[config.mk]
export PLATFORM = sky130hd
export DESIGN_NAME = def_downstream_err
export DESIGN_NICKNAME = d
export VERILOG_FILES = /design/src/core/def_downstream_err.v
export VERILOG_INCLUDE_DIRS = /design/src /design/src/core
export SDC_FILE = /design/constraint.sdc
export NUM_CORES = 1
export LEC_CHECK = 0
export ABC_AREA = 1
export ABC_CLOCK_PERIOD_IN_PS = 2300
export BUFFER_PORTS_ARGS = -buffer_cell sky130_fd_sc_hd__buf_4
export CAP_MARGIN = 20
export CORE_ASPECT_RATIO = 0.8
export CORE_MARGIN = 2
export CORE_UTILIZATION = 45
export DETAILED_ROUTE_END_ITERATION = 10
export GPL_TIMING_DRIVEN = 0
export HOLD_SLACK_MARGIN = 0.15
export PLACE_DENSITY = 0.67
export SLEW_MARGIN = 0
export SYNTH_ARGS = -nofsm -noshare
export SYNTH_HDL_FRONTEND = slang
export SYNTH_SLANG_ARGS = --single-unit
export TNS_END_PERCENT = 100
[constraint.sdc]
create_clock -name CLK_SYS -period 2.3 [get_ports CLK_SYS]
set_input_delay 0.345 -clock CLK_SYS [delete_from_list [all_inputs] [get_ports CLK_SYS]]
set_output_delay 0.345 -clock CLK_SYS [all_outputs]
set_load 0.005 [all_outputs]
[src/core/def_defines.vh]
// constants for the downstream error forwarding block
// assumes: included by core/def_downstream_err.v only
`ifndef DEF_DEFINES_VH
`define DEF_DEFINES_VH
// apb register byte offsets
`define DEF_OFF_CTRL 12'h000
`define DEF_OFF_MASK 12'h004
`define DEF_OFF_SEV 12'h008
`define DEF_OFF_STAT 12'h00c
`define DEF_OFF_HDR 12'h010
`define DEF_OFF_SHDR 12'h014
`define DEF_OFF_PTR 12'h018
// control bits
`define DEF_C_SERR 0
`define DEF_C_FTL 1
`define DEF_C_NFTL 2
`define DEF_C_COR 3
`define DEF_C_PARITY_RESPONSE_ENABLE 4
`define DEF_C_SPERESP 5
// mask and severity bits (severity 1 = fatal)
`define DEF_M_ADVISORY_NONFATAL 0
`define DEF_M_POISONED_PACKET_STATUS 1
`define DEF_M_ECRC 2
`define DEF_M_UNCORRECTABLE_DATA_ERROR_STATUS 3
`define DEF_M_PERRAD 4
// status bits (write one to clear)
`define DEF_S_CORD 0
`define DEF_S_NFTLD 1
`define DEF_S_FTLD 2
`define DEF_S_ADVISORY_NONFATAL 3
`define DEF_S_POISONED_PACKET_STATUS 4
`define DEF_S_ECRC 5
`define DEF_S_DPE 6
`define DEF_S_PMDP 7
`define DEF_S_SMDP 8
`define DEF_S_SSERR 9
`define DEF_S_UNCORRECTABLE_DATA_ERROR_STATUS 10
`define DEF_S_PERRAD 11
`define DEF_S_PTRV 12
`define DEF_S_SPTRV 13
// first error pointer codes
`define DEF_PTR_POISONED_PACKET_STATUS 5'h0c
`define DEF_PTR_ECRC 5'h13
`define DEF_PTR_UNCORRECTABLE_DATA_ERROR_STATUS 5'h08
`define DEF_PTR_PERRAD 5'h0b
// completion status codes
`define DEF_CPL_SC 3'h0
`define DEF_CPL_UR 3'h1
`define DEF_CPL_CA 3'h4
// cycles the parity pin is watched after a poisoned write goes out
`define DEF_PERR_WIN 3'h6
// reset values
`define DEF_RST_MASK 5'h00
`define DEF_RST_SEV 5'h06
`endif

[src/core/def_downstream_err.v]
// downstream error forwarding, logging and reporting for a pcie-pci bridge
// assumes: all event inputs are one-cycle pulses from logic on CLK_SYS,
// except PARITY_ERROR_PIN_N, which comes from the pci pins.
// Notes on behaviour
// - poisoned write or read completion: invert parity on every forwarded phase
// - request with ecrc error is dropped, never forwarded to pci
// - immediate data error: read gets poisoned success, write gets UR
// - immediate master-abort gives UR, target-abort gives completer abort
// - advisory non-fatal: set correctable-detected and advisory status bits
// - advisory unmasked: set poison status, log header, correctable message
// - advisory masked: no message, still set correctable and advisory bits
// - non-advisory poison: fatal message if enabled, set detected, log
// - fatal poison message with system-error enable sets signaled system error
// - poison sets detected parity; read completion also primary master parity
// - parity pin on poisoned write: secondary bits, log, no message
// - ecrc: drop, set parity and ecrc status, log if unmasked
// - ecrc unmasked: message by severity if enabled, set detected bits
// - immediate read data error: detected parity, secondary parity, drive pin
// - set secondary data error status, log secondary header if unmasked
// - secondary data error unmasked: message by severity, detected bit
// - after read data error keep fetching, then poisoned success completion
// - fatal/nonfatal allowed by serr or own enable; correctable by own
// - detected bits set regardless of reporting enables
`timescale 1ns/100ps
`include "def_defines.vh"

module def_downstream_err (
  input wire CLK_SYS,
  input wire RESETN,
  input wire PSEL,
  input wire PENABLE,
  input wire PWRITE,
  input wire [11:0] PADDR,
  input wire [31:0] PWDATA,
  output reg [31:0] PRDATA,
  output reg PREADY,
  output reg PSLVERR,
  input wire RX_VALID,
  input wire RX_POISONED,
  input wire RX_ECRC_ERR,
  input wire RX_IS_RDCPL,
  input wire RX_PAR,
  input wire [31:0] RX_HDR,
  output reg FWD_VALID,
  output reg FWD_PAR,
  input wire FWD_WRITE,
  input wire PARITY_ERROR_PIN_N,
  output reg PARITY_ERROR_OUT_N,
  output reg PARITY_ERROR_OE,
  input wire IMM_DONE,
  input wire IMM_READ,
  input wire IMM_DATA_ERR,
  input wire IMM_MABORT,
  input wire IMM_TABORT,
  input wire IMM_LAST,
  input wire [31:0] IMM_HDR,
  output reg CPL_VALID,
  output reg [2:0] CPL_STATUS,
  output reg CPL_POISON,
  output reg MSG_FATAL,
  output reg MSG_NONFATAL,
  output reg MSG_COR
);

  // ----------------------------------------------------------------
  // registers
  // ----------------------------------------------------------------
  reg [5:0] ctrl;
  reg [4:0] mask;
  reg [4:0] sev;
  reg [13:0] stat;
  reg [31:0] hdr_log;
  reg [31:0] shdr_log;
  reg [4:0] first_error_pointer;
  reg [4:0] secondary_first_error_pointer;
  reg perr_s1;
  reg perr_s2;
  reg fwd_poison;
  reg rd_err_seen;
  // logs are read-only; software frees them by clearing the valid bits
  reg [2:0] perr_win;
  reg [31:0] fwd_hdr;
  reg [31:0] perr_hdr;

  wire system_error_enable = ctrl[`DEF_C_SERR];
  wire fatal_report_enable = ctrl[`DEF_C_FTL];
  wire nonfatal_report_enable = ctrl[`DEF_C_NFTL];
  wire correctable_report_enable = ctrl[`DEF_C_COR];
  wire parity_response_enable = ctrl[`DEF_C_PARITY_RESPONSE_ENABLE];
  wire secondary_parity_response_enable = ctrl[`DEF_C_SPERESP];
  wire ptr_valid = stat[`DEF_S_PTRV];
  wire sptr_valid = stat[`DEF_S_SPTRV];

  // message permission for a given severity
  function allow_msg;
    input fatal;
    input serr;
    input ften;
    input nfen;
    begin
      allow_msg = serr | (fatal ? ften : nfen);
    end
  endfunction

  // ----------------------------------------------------------------
  // event classification
  // ----------------------------------------------------------------
  // ecrc wins over poison: a dword with a bad crc is never forwarded,
  // so its poison bit carries no meaning
  wire ecrc_ev = RX_VALID & RX_ECRC_ERR;
  wire poison_ev = RX_VALID & RX_POISONED & ~RX_ECRC_ERR;
  wire poison_adv = poison_ev & ~sev[`DEF_M_POISONED_PACKET_STATUS];
  wire adv_unmasked = poison_adv & ~mask[`DEF_M_ADVISORY_NONFATAL];
  wire poison_ftl = poison_ev & sev[`DEF_M_POISONED_PACKET_STATUS];
  wire ftl_msg_poison = poison_ftl & ~mask[`DEF_M_POISONED_PACKET_STATUS] &
    allow_msg(1'b1, system_error_enable, fatal_report_enable,
    nonfatal_report_enable);
  wire log_poison = (adv_unmasked | poison_ftl) & ~mask[`DEF_M_POISONED_PACKET_STATUS];
  wire ecrc_unm = ecrc_ev & ~mask[`DEF_M_ECRC];
  wire ecrc_msg = ecrc_unm & allow_msg(sev[`DEF_M_ECRC],
    system_error_enable, fatal_report_enable,
    nonfatal_report_enable);
  wire uncorrectable_data_error_status_ev = IMM_DONE & IMM_READ & IMM_DATA_ERR;
  wire uncorrectable_data_error_status_unm = uncorrectable_data_error_status_ev & ~mask[`DEF_M_UNCORRECTABLE_DATA_ERROR_STATUS];
  wire uncorrectable_data_error_status_msg = uncorrectable_data_error_status_unm & allow_msg(sev[`DEF_M_UNCORRECTABLE_DATA_ERROR_STATUS],
    system_error_enable, fatal_report_enable,
    nonfatal_report_enable);
  // target flagged a poisoned write inside the watch window
  wire perr_ev = ~perr_s2 & (perr_win != 3'h0);

  // ----------------------------------------------------------------
  // apb slave, one wait state
  // ----------------------------------------------------------------
  // ready comes from a flop, so every access costs one extra cycle;
  // in return the ready path stays off the bus timing
  wire acc = PSEL & PENABLE & ~PREADY;
  wire wr = acc & PWRITE;
  wire wr_stat = wr & (PADDR == `DEF_OFF_STAT);
  wire [13:0] clr = wr_stat ? PWDATA[13:0] : 14'h0000;
  reg [31:0] rd_mux;
  reg rd_err;

  always @* begin
    rd_err = 1'b0;
    if (PADDR == `DEF_OFF_CTRL) begin
      rd_mux = {26'h0000000, ctrl};
    end else if (PADDR == `DEF_OFF_MASK) begin
      rd_mux = {27'h0000000, mask};
    end else if (PADDR == `DEF_OFF_SEV) begin
      rd_mux = {27'h0000000, sev};
    end else if (PADDR == `DEF_OFF_STAT) begin
      rd_mux = {18'h00000, stat};
    end else if (PADDR == `DEF_OFF_HDR) begin
      rd_mux = hdr_log;
    end else if (PADDR == `DEF_OFF_SHDR) begin
      rd_mux = shdr_log;
    end else if (PADDR == `DEF_OFF_PTR) begin
      rd_mux = {19'h00000, secondary_first_error_pointer, 3'h0,
        first_error_pointer};
    end else begin
      rd_mux = 32'h00000000;
      rd_err = 1'b1;
    end
  end

  always @(posedge CLK_SYS) begin
    if (!RESETN) begin
      PREADY <= 1'b0;
      PSLVERR <= 1'b0;
      PRDATA <= 32'h00000000;
      ctrl <= 6'h00;
      mask <= `DEF_RST_MASK;
      sev <= `DEF_RST_SEV;
    end else begin
      PREADY <= acc;
      PSLVERR <= acc & rd_err;
      PRDATA <= (acc & ~PWRITE) ? rd_mux : 32'h00000000;
      if (wr && PADDR == `DEF_OFF_CTRL) begin
        ctrl <= PWDATA[5:0];
      end
      if (wr && PADDR == `DEF_OFF_MASK) begin
        mask <= PWDATA[4:0];
      end
      if (wr && PADDR == `DEF_OFF_SEV) begin
        sev <= PWDATA[4:0];
      end
    end
  end

  // ----------------------------------------------------------------
  // status, sets win over software clears
  // ----------------------------------------------------------------
  // a set and a clear in one cycle leave the bit set, so no event is
  // lost to a late software clear
  reg [13:0] set;
  always @* begin
    set = 14'h0000;
    set[`DEF_S_CORD] = poison_adv;
    set[`DEF_S_ADVISORY_NONFATAL] = poison_adv;
    set[`DEF_S_POISONED_PACKET_STATUS] = adv_unmasked | poison_ftl;
    set[`DEF_S_FTLD] = poison_ftl | (ecrc_unm & sev[`DEF_M_ECRC]) |
      (uncorrectable_data_error_status_unm & sev[`DEF_M_UNCORRECTABLE_DATA_ERROR_STATUS]);
    set[`DEF_S_NFTLD] = (ecrc_unm & ~sev[`DEF_M_ECRC]) |
      (uncorrectable_data_error_status_unm & ~sev[`DEF_M_UNCORRECTABLE_DATA_ERROR_STATUS]);
    set[`DEF_S_DPE] = poison_ev | ecrc_ev | uncorrectable_data_error_status_ev;
    set[`DEF_S_PMDP] = poison_ev & RX_IS_RDCPL &
      parity_response_enable;
    set[`DEF_S_SMDP] = (perr_ev | uncorrectable_data_error_status_ev) &
      secondary_parity_response_enable;
    set[`DEF_S_ECRC] = ecrc_ev;
    set[`DEF_S_SSERR] = system_error_enable & (ftl_msg_poison | ecrc_msg |
      uncorrectable_data_error_status_msg);
    set[`DEF_S_UNCORRECTABLE_DATA_ERROR_STATUS] = uncorrectable_data_error_status_ev;
    set[`DEF_S_PERRAD] = perr_ev;
    set[`DEF_S_PTRV] = (log_poison | ecrc_unm) & ~ptr_valid;
    set[`DEF_S_SPTRV] = (uncorrectable_data_error_status_unm | (perr_ev & ~mask[`DEF_M_PERRAD])) &
      ~sptr_valid;
  end

  always @(posedge CLK_SYS) begin
    if (!RESETN) begin
      stat <= 14'h0000;
      hdr_log <= 32'h00000000;
      shdr_log <= 32'h00000000;
      first_error_pointer <= 5'h00;
      secondary_first_error_pointer <= 5'h00;
    end else begin
      stat <= (stat & ~clr) | set;
      // log only while no pointer is valid, first error kept
      if (!ptr_valid && ecrc_unm) begin
        hdr_log <= RX_HDR;
        first_error_pointer <= `DEF_PTR_ECRC;
      end else if (!ptr_valid && log_poison) begin
        hdr_log <= RX_HDR;
        first_error_pointer <= `DEF_PTR_POISONED_PACKET_STATUS;
      end
      if (!sptr_valid && uncorrectable_data_error_status_unm) begin
        shdr_log <= IMM_HDR;
        secondary_first_error_pointer <= `DEF_PTR_UNCORRECTABLE_DATA_ERROR_STATUS;
      end else if (!sptr_valid && perr_ev && !mask[`DEF_M_PERRAD]) begin
        shdr_log <= perr_hdr;
        secondary_first_error_pointer <= `DEF_PTR_PERRAD;
      end
    end
  end

  // ----------------------------------------------------------------
  // forwarding path and messages
  // ----------------------------------------------------------------
  always @(posedge CLK_SYS) begin
    if (!RESETN) begin
      perr_s1 <= 1'b1;
      perr_s2 <= 1'b1;
      FWD_VALID <= 1'b0;
      FWD_PAR <= 1'b0;
      fwd_poison <= 1'b0;
      MSG_FATAL <= 1'b0;
      MSG_NONFATAL <= 1'b0;
      MSG_COR <= 1'b0;
    end else begin
      perr_s1 <= PARITY_ERROR_PIN_N;
      perr_s2 <= perr_s1;
      // one stage only: the dword leaves a cycle after it arrives, and
      // any stall must be handled by the sender
      FWD_VALID <= RX_VALID & ~RX_ECRC_ERR;
      FWD_PAR <= RX_PAR ^ (RX_POISONED & ~RX_ECRC_ERR);
      fwd_poison <= RX_VALID & RX_POISONED & ~RX_ECRC_ERR;
      // the pin result never raises a message here
      MSG_COR <= adv_unmasked & correctable_report_enable;
      MSG_FATAL <= ftl_msg_poison | (ecrc_msg & sev[`DEF_M_ECRC]) |
        (uncorrectable_data_error_status_msg & sev[`DEF_M_UNCORRECTABLE_DATA_ERROR_STATUS]);
      MSG_NONFATAL <= (ecrc_msg & ~sev[`DEF_M_ECRC]) |
        (uncorrectable_data_error_status_msg & ~sev[`DEF_M_UNCORRECTABLE_DATA_ERROR_STATUS]);
    end
  end

  // ----------------------------------------------------------------
  // parity-pin watch window
  // ----------------------------------------------------------------
  // the target answers a data phase some cycles later and the pin then
  // crosses two sync flops, so the window must outlast both delays
  wire perr_open = fwd_poison & FWD_WRITE;

  always @(posedge CLK_SYS) begin
    if (!RESETN) begin
      perr_win <= 3'h0;
      fwd_hdr <= 32'h00000000;
      perr_hdr <= 32'h00000000;
    end else begin
      if (poison_ev) begin
        fwd_hdr <= RX_HDR;
      end
      if (perr_open) begin
        perr_win <= `DEF_PERR_WIN;
        perr_hdr <= fwd_hdr;
      end else if (perr_win != 3'h0) begin
        perr_win <= perr_win - 3'h1;
      end
    end
  end

  // ----------------------------------------------------------------
  // immediate completions
  // ----------------------------------------------------------------
  // only the last phase or an abort closes a completion; error phases
  // before it are folded in through rd_err_seen
  always @(posedge CLK_SYS) begin
    if (!RESETN) begin
      rd_err_seen <= 1'b0;
      CPL_VALID <= 1'b0;
      CPL_STATUS <= `DEF_CPL_SC;
      CPL_POISON <= 1'b0;
      PARITY_ERROR_OUT_N <= 1'b1;
      PARITY_ERROR_OE <= 1'b0;
    end else begin
      PARITY_ERROR_OUT_N <= ~(uncorrectable_data_error_status_ev & secondary_parity_response_enable);
      PARITY_ERROR_OE <= uncorrectable_data_error_status_ev & secondary_parity_response_enable;
      CPL_VALID <= 1'b0;
      if (IMM_DONE) begin
        // the read goes on fetching; error remembered to the last phase
        if (IMM_LAST) begin
          rd_err_seen <= 1'b0;
        end else if (uncorrectable_data_error_status_ev) begin
          rd_err_seen <= 1'b1;
        end
      end
      if (IMM_DONE && (IMM_LAST || IMM_MABORT || IMM_TABORT)) begin
        CPL_VALID <= 1'b1;
        CPL_POISON <= 1'b0;
        if (IMM_MABORT) begin
          CPL_STATUS <= `DEF_CPL_UR;
        end else if (IMM_TABORT) begin
          CPL_STATUS <= `DEF_CPL_CA;
        end else if (IMM_DATA_ERR && !IMM_READ) begin
          CPL_STATUS <= `DEF_CPL_UR;
        end else begin
          CPL_STATUS <= `DEF_CPL_SC;
          CPL_POISON <= IMM_READ & (IMM_DATA_ERR | rd_err_seen);
        end
      end
    end
  end

endmodule

==> flow_summary.ini, run 1 <==
[setup_path]
crit_arrival_ns = 2.50
reg2reg_to = shdr_log[12]
worst-setup-path-type = reg2reg
worst_stage_delay_on_the_critical_path_ns = 0.40
startpoint_type = register
end_kind = register
cp_max_fo = 10
crit_required_ns = 2.67
r2r_slack_ns = 0.17
crit_chain = inv_1 -> ha_1 -> or2_1 -> nor3_4 -> nor2_2 -> buf_2 -> nand2_1 -> a31oi_1
cpMaxStageDelayCell = nor3_4
crit_path_start = perr_win[2]
r2r_cells = 8
rr_startpoint = perr_win[2]
cp_top_family = simple AND/OR/NAND/NOR gates
critPathBufInv = 2

[global_route]
grt_pass1_vias = 7793
grt_overflow_total = 0
grt_start_max_net_pins = 14
initial_antenna_violation_count = 0
grt_pass1_wl_um = 42200
globalRouteTotalUtil_pct = 26.4

[clocking]
cts_max_level = 1
clock_root_buffer = clkbuf_16
cts_setup_buffers = 0
clk_transition_reported_paths_ns = 0.06
cts.path.max_buffers = 3
clkLatencyLatePin_ns = 0.51
tritoncts_buffer_count = 22
cts_tree = built
tritoncts_num_sinks = 214

[synth]
mappedNetlistNets = 1237
postSynthRegisterBits = 214
synth-seq-area-share_pct = 49.7
netlist_area_um2 = 8630
synth_cell_type_count = 42
synth_top_area_share_pct = 49.7
top_cells_by_area_in_the_synthesized_netlist = dfxtp_1 (50%), nand2_1 (8.4%), nor2_1 (7.4%)
syn_area_per_cell_um2 = 7.78
yosys_warnings = 0
synthesis.instances = 1109
synthDominantAreaCellType = dfxtp_1

[min_path]
worst_hold_path_stage_count = 3
min_to = shdr_log[10]
hold_path.startpoint = IMM_HDR[10]
hold_class = in2reg

[sta]
worst-slew-pin-transition_ns = 0.676
final_hold_viol_count = 0
setup_clock_skew_after_layout_ns = 0.0107
final_number_of_max_transition_violations = 0
worst_setup_margin_ns = 0.166
period_minus_slack_ns = 2.13
max_slew_margin_pct = 55.0
post-route-period-util_pct = 92.8
grt_setup_unrepaired = false
max_freq_mhz = 469
setup_viol = 0
setup_total_negative_slack_ns = 0

[finish]
antenna-diode-count = 0
num-nets-final = 1491
final_util_pct = 61.5
area_delta_synth_final_pct = 34.5
drive_above_1_share_pct = 20.7
num-fill-cells = 1683

[power_and_ir_drop]
peakVddDrop_uv = 368
leakage_uw = 0.00484
power_uw = 8380
power_per_cell_area_nw_per_um2 = 721

[floorplanning]
die_w_um = 159
floorplan.die.height_um = 128
initial_utilization_pct = 45.7
io-pin-count = 172
fp.coreArea_um2 = 18900
num_rows = 45
design.die.area_um2 = 20300

[routing]
via_count = 8524
drc = 0
antenna_left = 0
post_drt_via_cell_ratio = 5.22
drt-initial-drc-count = 733
detail_route.first_pass.iterations = 5
route.detailed.wl_per_inst_um = 16.7
routed_wl_um = 27300

[placed_design]
dp_hpwl_um = 19400
gp_routability_congestion = 0.908
number_of_buffers_inserted_by_port_buffering = 152
worst_setup_slack_post_dpl_ns = 0.182

[job]
cap_viol_max_count = 0

[run_status]
outcome = finished, final reports clean
## kinds of logic (layout without fill, tap and decap cells)
group	count (synthesis)	after routing	synth area share [%]
other cells	1	1	0.0435
flops	214	214	49.7
fa+ha+maj	2	2	0.290
compound gates	252	252	16.1
xor+xnor	1	1	0.102
buf+inv	138	405	7.48
simple gates	501	501	26.4
## layout by cell type (no fill, tap or decap), types with 6 or more instances in the layout
cell | synthesis | final
dfxtp_1 | 214 | 214
nand2_1 | 194 | 194
nor2_1 | 169 | 169
buf_4 | 2 | 154
a21oi_1 | 103 | 103
o21ai_0 | 78 | 78
dlygate4sd3_1 | 0 | 78
nand3_1 | 72 | 72
inv_1 | 60 | 60
a31oi_1 | 52 | 52
clkbuf_1 | 27 | 30
clkbuf_16 | 0 | 23
buf_2 | 17 | 17
buf_6 | 12 | 12
inv_2 | 11 | 11
nor3_2 | 11 | 11
nor3_1 | 10 | 10
nor2_4 | 8 | 8
nand4_1 | 8 | 8
nand2_2 | 7 | 7
a21oi_2 | 6 | 6
## stage by stage
stage	std cells	cell area [um2]	hold slack, ns
after detailed placement	1519	10100	0.407
after global placement	1519	10100	0.396
after floorplan	1109	8630	0.393
after CTS	1634	11600	0.150
final	1634	11600	0.157
after global routing	1634	11600	0.161
## state kept, by name, indices dropped and copies added, names as in the netlist, 3 cells and up
name / count
stat: 14
shdr_log: 32
fwd_hdr: 32
PRDATA: 32
sev: 5
perr_win: 3
mask: 5
hdr_log: 32
ctrl: 6
perr_hdr: 32
## area by class of cell
type | count | area [um2] | share of cell area (%)
flip-flops and latches | 214 | 4280 | 36.9
clock buffers | 31 | 656 | 5.65
inverters | 77 | 298 | 2.57
multi-input cells | 757 | 3700 | 31.9
repair buffers | 230 | 1920 | 16.6
plain buffers | 61 | 348 | 3.00
clock inverters | 6 | 80.1 | 0.690
well taps | 258 | 323 | 2.78
## cell usage after synthesis (all sizes together)
cell / number
o2111ai: 1
o21ai: 80
nand3: 76
buf: 34
or2: 4
conb: 1
a211oi: 2
nor4: 1
o211ai: 4
o31ai: 2
a31oi: 52
inv: 72
nor3: 24
nand2: 206
dfxtp: 214
xor2: 1
nand4: 8
nor2: 182
clkinv: 5
clkbuf: 27
ha: 2
a21oi: 109
a22oi: 2
## timing repair
item,4_1_cts,5_1_grt
hold endpoints to repair,107,0
hold buffers,78,0
gates resized for setup,0,0
endpoints found under the setup margin,0,0
## worst reg2reg max path, cell delays in order (launching register included)
cell,delay (ns)
dfxtp_1,0.35
inv_1,0.07
ha_1,0.26
or2_1,0.33
nor3_4,0.40
nor2_2,0.18
buf_2,0.24
nand2_1,0.09
a31oi_1,0.07
## layer usage
metal / vias to the layer above / GRT usage, % / wire length [um]
met5: - / 0 / 0
met4: 0 / 7.02 / 633
met3: 47 / 3.82 / 2360
met2: 383 / 41.9 / 12000
met1: 3916 / 38.0 / 12200
li1: 4178 / - / -
## power by group
| group | switching (uW) | internal, uW |
|---|---|---|
| combinational | 428 | 358 |
| sequential | 70.9 | 3850 |
| clock | 1470 | 2200 |
| total | 1970 | 6410 |
## how the worst max path moves through the flow
| stage | slack (ns) | end | cells after the start |
|---|---|---|---|
| 5_1_grt | 0.003 | shdr_log[14] | 8 |
| 6_report | 0.17 | shdr_log[12] | 8 |
| 2_1_floorplan | 0.57 | shdr_log[10] | 8 |
| 3_3_place_gp | 0.19 | shdr_log[12] | 8 |
| 3_5_place_dp | 0.18 | shdr_log[12] | 8 |
| 4_1_cts | 0.16 | shdr_log[12] | 8 |
Note: power is estimated with default switching activity, not from simulation.
==> inputs of run 2 (changes only) <==
- ABC_CLOCK_PERIOD_IN_PS: 2300 -> 2590
- clock period: 2.3 -> 2.59 ns (I/O delays scaled with it)
==> run 2 against run 1 <==
Net effect:
- register-to-register slack gained 0.28 ns
- cell count is 2.3% lower
- wire length down 2.6%
- worst hold slack better by 0.0041 ns
==> flow_summary.ini, run 2 (synthesized netlist as in run 1, its figures left out) <==
[run_status]
outcome = finished, final reports clean

[global_route]
grt_pass1_vias = 7540
grt_overflow_total = 0
initial_antenna_violation_count = 0
globalRouteTotalUtil_pct = 25.7
grt_start_max_net_pins = 14
grt_pass1_wl_um = 41100

[placed_design]
number_of_buffers_inserted_by_port_buffering = 152
dp_hpwl_um = 19400
gp_routability_congestion = 0.908
place.detailed.instances = 1519

[floorplanning]
io-pin-count = 172
num_rows = 45
initial_utilization_pct = 45.7
die_w_um = 159
design.die.area_um2 = 20300
floorplan.die.height_um = 128
fp.coreArea_um2 = 18900

[sta]
max_freq_mhz = 467
final_hold_viol_count = 0
setup_total_negative_slack_ns = 0
worst-slew-pin-transition_ns = 0.676
period_minus_slack_ns = 2.14
grt_setup_unrepaired = false
max_slew_margin_pct = 54.9
post-route-period-util_pct = 82.7
setup_clock_skew_after_layout_ns = 0.0117
final_number_of_max_transition_violations = 0
setup_viol = 0

[finish]
mostFrequentLayoutCell = dfxtp_1
num-fill-cells = 1726
most-common-layout-cells = dfxtp_1 (214), nand2_1 (194), nor2_1 (169)
stdcell_count = 1597
regArea_um2 = 4280
num-nets-final = 1454
antenna-diode-count = 0
drive_above_1_share_pct = 21.3
multi_input_area_um2 = 3700
area_delta_synth_final_pct = 30.2

[setup_path]
crit_chain = inv_1 -> ha_1 -> or2_1 -> nor3_4 -> nor2_2 -> buf_2 -> nand2_1 -> a31oi_1
crit_arrival_ns = 2.50
cp_top_family = simple AND/OR/NAND/NOR gates
worst_stage_delay_on_the_critical_path_ns = 0.40
crit_path_start = perr_win[2]
worst-setup-path-type = reg2reg
crit_required_ns = 2.95
critPathBufInv = 2
end_kind = register
rr_startpoint = perr_win[2]
startpoint_type = register
cpMaxStageDelayCell = nor3_4
cp_max_fo = 10

[clocking]
cts_max_level = 1
cts_tree = built
clk_transition_reported_paths_ns = 0.06
tritoncts_num_sinks = 214
clock_root_buffer = clkbuf_16
cts.path.max_buffers = 3
clkLatencyLatePin_ns = 0.51
post_cts.resized_instances = 0
tritoncts_buffer_count = 22

[power_and_ir_drop]
power_per_cell_area_nw_per_um2 = 657
power_uw = 7380
peakVddDrop_uv = 326
leakage_uw = 0.00468

[routing]
via_count = 8341
detail_route.first_pass.iterations = 5
post_drt_via_cell_ratio = 5.22
route.detailed.wl_per_inst_um = 16.6
routed_wl_um = 26600
drc = 0
antenna_left = 0
drt-initial-drc-count = 680

[min_path]
hold_class = in2reg
hold_path.startpoint = RX_IS_RDCPL

[job]
cap_viol_max_count = 0
[run 2: cell count changes in the layout (fill, tap and decap cells not counted), sizes merged]
cell | previous run | this run
dlygate4sd3 | 78 | 41
[run 2: routing by layer]
metal  part of all wire (%)  up-vias  track usage [%]
li1                       -     4100                -
met1                     45     3821             37.7
met2                     44      375             40.0
met3                    9.6       45             3.82
met4                    2.0        0             6.31
met5                      0        -                0
[run 2: report_power, final]
group,total (uW),switching (uW),leakage [uW],internal (uW)
registers,3480,62.6,0.00174,3420
clock network,3240,1290,0.000367,1950
logic,652,370,0.00257,283
total,7380,1730,0.00468,5660
[run 2: tightest hold or removal path, stage by stage]
cell	delay (ns)
buf_4	0.11
nand3_1	0.07
a21oi_1	0.06
[run 2: what timing repair did]
action                                 in CTS  in global routing
setup buffers                               0                  0
endpoints found under the hold margin      49                  0
hold buffers                               41                  0
[run 2: layout make-up]
cell class	instances	share of cell area, %
tap	258	2.87
timing repair buffer	193	13.8
buffer	61	3.10
inverter	77	2.65
multi-input combinational	757	32.9
clock inverter	6	0.713
sequential	214	38.1
clock buffer	31	5.83
[run 2: stage by stage]
step | worst slack (ns) | hold slack [ns] | instance area [um2] | utilization (%)
2_1_floorplan | 0.861 | 0.393 | 8630 | -
3_3_place_gp | 0.480 | 0.396 | 10100 | 53.5
3_5_place_dp | 0.467 | 0.407 | 10100 | 53.5
4_1_cts | 0.455 | 0.152 | 11200 | 59.6
5_1_grt | 0.293 | 0.170 | 11200 | 59.6
6_report | 0.448 | 0.161 | 11200 | 59.6
[run 2: path summary, 6_finish.rpt]
check / to / slack (ns) / cells past startpoint
worst max register to register: shdr_log[12] / 0.45 / 8
worst max-delay path: shdr_log[12] / 0.45 / 8
worst min register to register: perr_s2 / 0.43 / 1
worst min-delay path: stat[7] / 0.16 / 3
